**config.mk**
```make
export PLATFORM = sky130hd
export DESIGN_NAME = subtract_accumulator_from_file
export DESIGN_NICKNAME = d
export VERILOG_FILES = /design/src/verilog/sub_acc_pkg.sv /design/src/verilog/subtract_accumulator_from_file.sv
export SDC_FILE = /design/constraint.sdc
export NUM_CORES = 1
export LEC_CHECK = 0
export ABC_AREA = 1
export BUFFER_PORTS_ARGS = -buffer_cell sky130_fd_sc_hd__buf_4
export CAP_MARGIN = 20
export CORE_UTILIZATION = 49
export CTS_BUF_LIST = sky130_fd_sc_hd__clkbuf_16
export DETAILED_ROUTE_END_ITERATION = 8
export GPL_TIMING_DRIVEN = 0
export PLACE_DENSITY = 0.83
export SYNTH_ARGS = -nofsm -noshare
export SYNTH_HDL_FRONTEND = slang
export SYNTH_SLANG_ARGS = --single-unit
```
**constraint.sdc**
```tcl
create_clock -name clk_in -period 9.83 [get_ports clk_in]
set_clock_uncertainty 0.2 [all_clocks]
set_input_delay 2.949 -clock clk_in [delete_from_list [all_inputs] [get_ports clk_in]]
set_output_delay 2.949 -clock clk_in [all_outputs]
set_load 0.005 [all_outputs]
```
**src/verilog/sub_acc_pkg.sv**
```systemverilog
package sub_acc_pkg;
    // ----------------------------------------
    // Instruction word layout
    // ----------------------------------------
    localparam int INSN_W = 14;
    localparam int DATA_W = 8;
    localparam int ADDR_W = 7;
    localparam int OPC_MSB = 13;
    localparam int OPC_LSB = 8;
    localparam int DEST_BIT = 7;
    localparam int NIBBLE_W = 4; // Digit carry comes out of this many low bits
    localparam logic [5:0] SUBTRACT_ACC_FROM_FILE_OP = 6'h02;
    // ----------------------------------------
    // Reset values
    // ----------------------------------------
    localparam logic [7:0] ACC_RESET = 8'h00;
    localparam logic [7:0] WDATA_RESET = 8'h00;
    localparam logic FLAG_RESET = 1'b0;
    localparam logic STROBE_RESET = 1'b0;
endpackage

```
**src/verilog/subtract_accumulator_from_file.sv**
```systemverilog
`timescale 1ns/1ps
module subtract_accumulator_from_file (
    // Clock and reset
    input wire logic clk_in,
    input wire logic rstn_in,
    // Instruction from decoder
    input wire logic insn_valid_in,
    input wire logic [13:0] insn_in,
    // File register read data for the addressed register
    input wire logic [7:0] file_rdata_in,
    // File register write port
    output logic [6:0] file_addr_out,
    output logic file_we_out,
    output logic [7:0] file_wdata_out,
    // Accumulator and flags
    output logic [7:0] acc_out,
    output logic carry_flag_out,
    output logic digit_carry_flag_out,
    output logic zero_flag_out
);
    // ----------------------------------------
    // Decode helpers
    // ----------------------------------------
    // Opcode test on a whole word; the decode and the checks share it
    function automatic logic opcode_match(input logic [sub_acc_pkg::INSN_W-1:0] word);
        opcode_match = (word[sub_acc_pkg::OPC_MSB:sub_acc_pkg::OPC_LSB]
            == sub_acc_pkg::SUBTRACT_ACC_FROM_FILE_OP);
    endfunction

    // Destination field of a whole word; one means the file register
    function automatic logic dest_is_file(input logic [sub_acc_pkg::INSN_W-1:0] word);
        dest_is_file = word[sub_acc_pkg::DEST_BIT];
    endfunction

    // ----------------------------------------
    // Instruction decode
    // ----------------------------------------
    // Only a valid word with the subtract opcode is taken; all else is ignored
    wire logic is_sub = insn_valid_in && opcode_match(insn_in);
    wire logic dest_file = dest_is_file(insn_in);
    // Strobe and load selects, decoded once and shared by the registers
    wire logic next_file_we = is_sub && dest_file;
    wire logic acc_load = is_sub && !dest_file;

    // Address is combinational so the file can serve the operand this cycle
    assign file_addr_out = insn_in[sub_acc_pkg::ADDR_W-1:0];

    // ----------------------------------------
    // Borrow chain subtractor
    // ----------------------------------------
    // File minus accumulator; a plain ripple is short enough at eight bits
    // and gives the nibble borrow for free, so no second adder is needed
    wire logic [sub_acc_pkg::DATA_W:0] borrow;
    wire logic [sub_acc_pkg::DATA_W-1:0] diff;
    genvar bit_idx;

    // No borrow into the least significant stage
    assign borrow[0] = 1'b0;

    // One full subtractor per bit: difference and borrow out
    generate
        for (bit_idx = 0; bit_idx < sub_acc_pkg::DATA_W; bit_idx = bit_idx + 1) begin : g_stage
            wire logic minuend = file_rdata_in[bit_idx];
            wire logic subtrahend = acc_out[bit_idx];
            wire logic borrow_in = borrow[bit_idx];
            assign diff[bit_idx] = minuend ^ subtrahend ^ borrow_in;
            assign borrow[bit_idx + 1] = (~minuend & subtrahend)
                | (~(minuend ^ subtrahend) & borrow_in);
        end
    endgenerate

    // ----------------------------------------
    // Next values
    // ----------------------------------------
    // Carry is the inverted final borrow: set unless the accumulator was larger
    wire logic next_carry = ~borrow[sub_acc_pkg::DATA_W];
    // Digit carry is the inverted borrow out of the low nibble
    wire logic next_digit_carry = ~borrow[sub_acc_pkg::NIBBLE_W];
    wire logic next_zero = (diff == 8'h00);
    // Accumulator only takes the result when the destination bit is clear
    wire logic [7:0] next_acc = acc_load ? diff : acc_out;

    // ----------------------------------------
    // Result registers
    // ----------------------------------------
    // Accumulator: every register commits on the edge that takes the word
    always_ff @(posedge clk_in) begin
        if (!rstn_in) begin
            acc_out <= sub_acc_pkg::ACC_RESET;
        end else begin
            acc_out <= next_acc;
        end
    end

    // File write strobe: one cycle per file-destination subtract
    always_ff @(posedge clk_in) begin
        if (!rstn_in) begin
            file_we_out <= sub_acc_pkg::STROBE_RESET;
        end else begin
            file_we_out <= next_file_we;
        end
    end

    // Write data also loads on accumulator results; harmless with the strobe low
    always_ff @(posedge clk_in) begin
        if (!rstn_in) begin
            file_wdata_out <= sub_acc_pkg::WDATA_RESET;
        end else if (is_sub) begin
            file_wdata_out <= diff;
        end
    end

    // ----------------------------------------
    // Status flags
    // ----------------------------------------
    // Refreshed by every subtract whatever the destination; held otherwise
    always_ff @(posedge clk_in) begin
        if (!rstn_in) begin
            carry_flag_out <= sub_acc_pkg::FLAG_RESET;
            digit_carry_flag_out <= sub_acc_pkg::FLAG_RESET;
            zero_flag_out <= sub_acc_pkg::FLAG_RESET;
        end else if (is_sub) begin
            carry_flag_out <= next_carry;
            digit_carry_flag_out <= next_digit_carry;
            zero_flag_out <= next_zero;
        end
    end

    // ----------------------------------------
    // Checks
    // ----------------------------------------
    // File destination: one strobe, carrying the difference
    file_write_a: assert property (@(posedge clk_in) disable iff (!rstn_in)
        is_sub && dest_file
        |=> file_we_out && file_wdata_out == $past(file_rdata_in) - $past(acc_out))
        else $error("file write wrong");

    // Accumulator destination: no strobe, accumulator takes the difference
    acc_write_a: assert property (@(posedge clk_in) disable iff (!rstn_in)
        is_sub && !dest_file
        |=> !file_we_out && acc_out == $past(file_rdata_in) - $past(acc_out))
        else $error("accumulator write wrong");

    // File destination leaves the accumulator alone
    acc_hold_a: assert property (@(posedge clk_in) disable iff (!rstn_in)
        is_sub && dest_is_file(insn_in)
        |=> $stable(acc_out))
        else $error("accumulator changed");

    // Positive difference: no borrow
    carry_pos_a: assert property (@(posedge clk_in) disable iff (!rstn_in)
        is_sub && file_rdata_in > acc_out
        |=> carry_flag_out)
        else $error("carry not set on positive");

    // Equal operands: no borrow and a zero result
    carry_eq_a: assert property (@(posedge clk_in) disable iff (!rstn_in)
        is_sub && file_rdata_in == acc_out
        |=> carry_flag_out && zero_flag_out)
        else $error("carry or zero wrong on equal");

    // Negative difference: borrow, and the wrapped result is never zero
    carry_neg_a: assert property (@(posedge clk_in) disable iff (!rstn_in)
        is_sub && file_rdata_in < acc_out
        |=> !carry_flag_out && !zero_flag_out)
        else $error("carry set on negative");

    // Digit carry is the low nibble not-borrow
    digit_carry_a: assert property (@(posedge clk_in) disable iff (!rstn_in)
        is_sub
        |=> digit_carry_flag_out
            == ($past(file_rdata_in[sub_acc_pkg::NIBBLE_W-1:0])
            >= $past(acc_out[sub_acc_pkg::NIBBLE_W-1:0])))
        else $error("digit carry wrong");

    // Difference modulo 256, worked out without the chain
    diff_value_a: assert property (@(posedge clk_in) disable iff (!rstn_in)
        is_sub
        |=> file_wdata_out == 8'(9'h100 + $past(file_rdata_in) - $past(acc_out)))
        else $error("difference wrong");

    // No instruction: no strobe and carry held
    idle_hold_a: assert property (@(posedge clk_in) disable iff (!rstn_in)
        !is_sub
        |=> !file_we_out && $stable(carry_flag_out))
        else $error("state changed without instruction");

    // Zero flag follows equality of the operands
    zero_flag_a: assert property (@(posedge clk_in) disable iff (!rstn_in)
        is_sub
        |=> zero_flag_out == ($past(file_rdata_in) == $past(acc_out)))
        else $error("zero flag wrong");

    // Other opcodes with valid high must not write anything
    other_opcode_a: assert property (@(posedge clk_in) disable iff (!rstn_in)
        insn_valid_in && !opcode_match(insn_in)
        |=> !file_we_out && $stable(acc_out))
        else $error("other opcode changed state");

    // No instruction: results and remaining flags held
    idle_state_a: assert property (@(posedge clk_in) disable iff (!rstn_in)
        !is_sub
        |=> $stable(acc_out) && $stable(file_wdata_out)
            && $stable(digit_carry_flag_out) && $stable(zero_flag_out))
        else $error("results changed without instruction");

    // Three minus two: one, no borrow, not zero
    positive_example_a: assert property (@(posedge clk_in) disable iff (!rstn_in)
        is_sub && file_rdata_in == 8'h03 && acc_out == 8'h02
        |=> file_wdata_out == 8'h01 && carry_flag_out && !zero_flag_out)
        else $error("three minus two wrong");

    // One minus two wraps to all ones with a borrow
    wrap_example_a: assert property (@(posedge clk_in) disable iff (!rstn_in)
        is_sub && file_rdata_in == 8'h01 && acc_out == 8'h02
        |=> file_wdata_out == 8'hFF && !carry_flag_out)
        else $error("one minus two wrong");

    // Carry is refreshed for the accumulator destination as well
    flags_acc_dest_a: assert property (@(posedge clk_in) disable iff (!rstn_in)
        is_sub && !dest_file && file_rdata_in >= acc_out
        |=> carry_flag_out)
        else $error("carry not set on accumulator result");
endmodule

```
==> results.sh <==
export IMPL_outcome="complete, no violations"
export IMPL_whs_endpoint="file_wdata_out[4]$_SDFFE_PN0P_"
export IMPL_area_growth_pct=41.9
export IMPL_placed_cell_area_um2=1480
export IMPL_max_slew_margin=0.851
export IMPL_finalPower_mw=0.214
export IMPL_diodes=0
export IMPL_syn_nets=188
export IMPL_cts_setup_buffers=0
export IMPL_finalCriticalPeriod_ns=6.60
export IMPL_nNetsFinal=237
export IMPL_seq_area_frac_synth=0.358
export IMPL_synth_warnings=0
export IMPL_routed_wl_mm=2.49
export IMPL_min_from="file_wdata_out[4]$_SDFFE_PN0P_"
export IMPL_path_clk_slew_ns=0.05
export IMPL_rsz0062_at_grt="false"
export IMPL_synth_seq_cells=20
export IMPL_final_max_slew_viol_count=0
export IMPL_whs_ns=0.287
export IMPL_worstMarginPinSlew_ns=0.223
export IMPL_clk_latency_ns=0.25
export IMPL_ctsHoldBuffers=0
export IMPL_grt_pass1_wl_mm=4.26
export IMPL_crit_arrival_ns=6.59
export IMPL_cts_max_level=1
export IMPL_cp_end_kind="register"
export IMPL_cts_tree="built"
export IMPL_p_leak_nw=0.858
export IMPL_worstHoldPathCells=2
export IMPL_core_area_um2=2060
export IMPL_root_buffer="clkbuf_16"
export IMPL_routed_via_density=4.69
export IMPL_syn_area_um2=1120
export IMPL_place_congestion=0.826
export IMPL_hold_viol=0
export IMPL_cts_buffers=3
export IMPL_drv_cap=0
export IMPL_grt_usage=0.231
export IMPL_std_cell_rows=16
export IMPL_grt_overflow=0
export IMPL_cts_resized=0
export IMPL_crit_required_ns=9.82
export IMPL_r2r_start="acc_out[0]$_SDFFE_PN0P_"
export IMPL_final_core_util=0.770
export IMPL_initial_core_util=0.542
export IMPL_dp_hpwl_mm=2.00
export IMPL_grt_max_degree=13
export IMPL_worst_r2r_path_depth=12
export IMPL_drive_gt1_frac=0.320
export IMPL_cts_sink_count=20
export IMPL_r2r_end="zero_flag_out$_SDFFE_PN0P_"
export IMPL_hold_class="register to register"
export IMPL_ant_nets=0
export IMPL_die_width_um=49.8
export IMPL_dieArea_um2=2480
export IMPL_netlist_instances=155
export IMPL_fillers=153
export IMPL_drc=0
export IMPL_tns_ns=0
export IMPL_syn_avg_cell_area_um2=7.22
export IMPL_num_vias=1078
export IMPL_cts_buffer_depth=2
export IMPL_first_global_vias=992
export IMPL_netlist_cell_type_count=17
export IMPL_stdcell_area_um2=1590
export IMPL_drt_pre_antenna_iters=4
export IMPL_ir_drop_v=0.0000956
export IMPL_start_kind="input port"
export IMPL_portBuffers=44
export IMPL_critPathMaxFanout=2
export IMPL_fin_crit_sh=0.671
export IMPL_setup_viol=0
export IMPL_antenna_found_initial=0
export IMPL_drt_initial_drc_count=29
export IMPL_power_density_nw_per_um2=135
export IMPL_die_y_um=49.8
export IMPL_ios=52
export IMPL_max_freq_mhz=152
export IMPL_worstSetupPathType="input port to register"
export IMPL_wl_per_cell_um=10.8
export IMPL_reg2reg_slack_ns=5.72
-- power by group --
part	switching (mW)	total, mW	leakage [nW]	internal, mW
Sequential	0.000288	0.0818	0.161	0.0815
Clock	0.0300	0.111	0.0511	0.0807
Combinational	0.00963	0.0212	0.646	0.0116
Total	0.0399	0.214	0.858	0.174
-- layer usage --
metal | vias up | routed length (µm) | global-route usage
met4 | 0 | 72 | 0.119
li1 | 541 | - | -
met2 | 47 | 1290 | 0.419
met3 | 7 | 146 | 0.0216
met5 | - | 0 | 0
met1 | 483 | 979 | 0.264
-- kinds of logic after synthesis --
kind of cell,synth area share
AO/OA/AOI/OAI,0.0257
adder cells (fa/ha/maj),0.136
buffers and inverters,0.179
flip-flops,0.358
AND/OR/NAND/NOR,0.301
-- placed cells by master (no fill, tap or decap), drive strengths merged --
master,count
a21oi,1
buf,55
bufinv,1
clkbuf,3
dfxtp,20
fa,7
ha,1
inv,29
nand2,35
nand3,6
nand4,2
nor2,38
nor3,1
o21ai,4
-- synthesized netlist by cell type (all sizes together) --
cell / n / area (µm²)
nor2: 38 / 150
nand2: 35 / 134
inv: 29 / 109
dfxtp: 20 / 400
buf: 11 / 91.3
fa: 7 / 140
nand3: 6 / 35.0
o21ai: 4 / 20.0
nand4: 2 / 12.5
a21oi: 1 / 8.76
ha: 1 / 12.5
nor3: 1 / 5.00
-- sequential cells by signal, summed over array words and instances, names as in the netlist --
signal and count:
acc_out 8, carry_flag_out 1, digit_carry_flag_out 1, file_wdata_out 8, file_we_out 1, zero_flag_out 1
-- critical path: stages --
cell,delay (ns)
buf_4,0.07
inv_1,0.03
ha_1,0.19
fa_1,0.38
fa_1,0.39
fa_1,0.43
fa_1,0.41
fa_1,0.41
fa_1,0.41
fa_1,0.51
nand4_1,0.10
nor2_1,0.12
nand2_2,0.06
a21oi_2,0.11
-- worst max-delay path by stage --
stage	slack, ns	cells after the start	to	start
global placement	3.06	14	zero_flag_out$_SDFFE_PN0P_	file_rdata_in[0]
global route	3.09	13	file_wdata_out[7]$_SDFFE_PN0P_	file_rdata_in[0]
detailed placement	2.93	13	file_wdata_out[7]$_SDFFE_PN0P_	file_rdata_in[0]
finish	3.23	14	zero_flag_out$_SDFFE_PN0P_	file_rdata_in[0]
CTS	3.22	14	zero_flag_out$_SDFFE_PN0P_	file_rdata_in[0]
floorplan	3.27	13	zero_flag_out$_SDFFE_PN0P_	file_rdata_in[0]
-- metrics by stage --
| stage | cells | worst slack (ns) |
|---|---|---|
| final | 230 | 3.23 |
| after global routing | 230 | 3.09 |
| after CTS | 230 | 3.22 |
| after detailed placement | 226 | 2.93 |
| after global placement | 226 | 3.06 |
| after floorplan | 155 | 3.27 |
-- cell type report --
class | instances | area [µm²] | area share
clock buffer | 3 | 75.1 | 0.0473
sequential | 20 | 400 | 0.252
multi-input combinational | 95 | 518 | 0.326
buffer | 11 | 91.3 | 0.0575
inverter | 29 | 109 | 0.0686
timing repair buffer | 44 | 330 | 0.208
clock inverter | 1 | 30.0 | 0.0189
tap | 27 | 33.8 | 0.0213
Note: power is estimated with default switching activity, not from simulation.
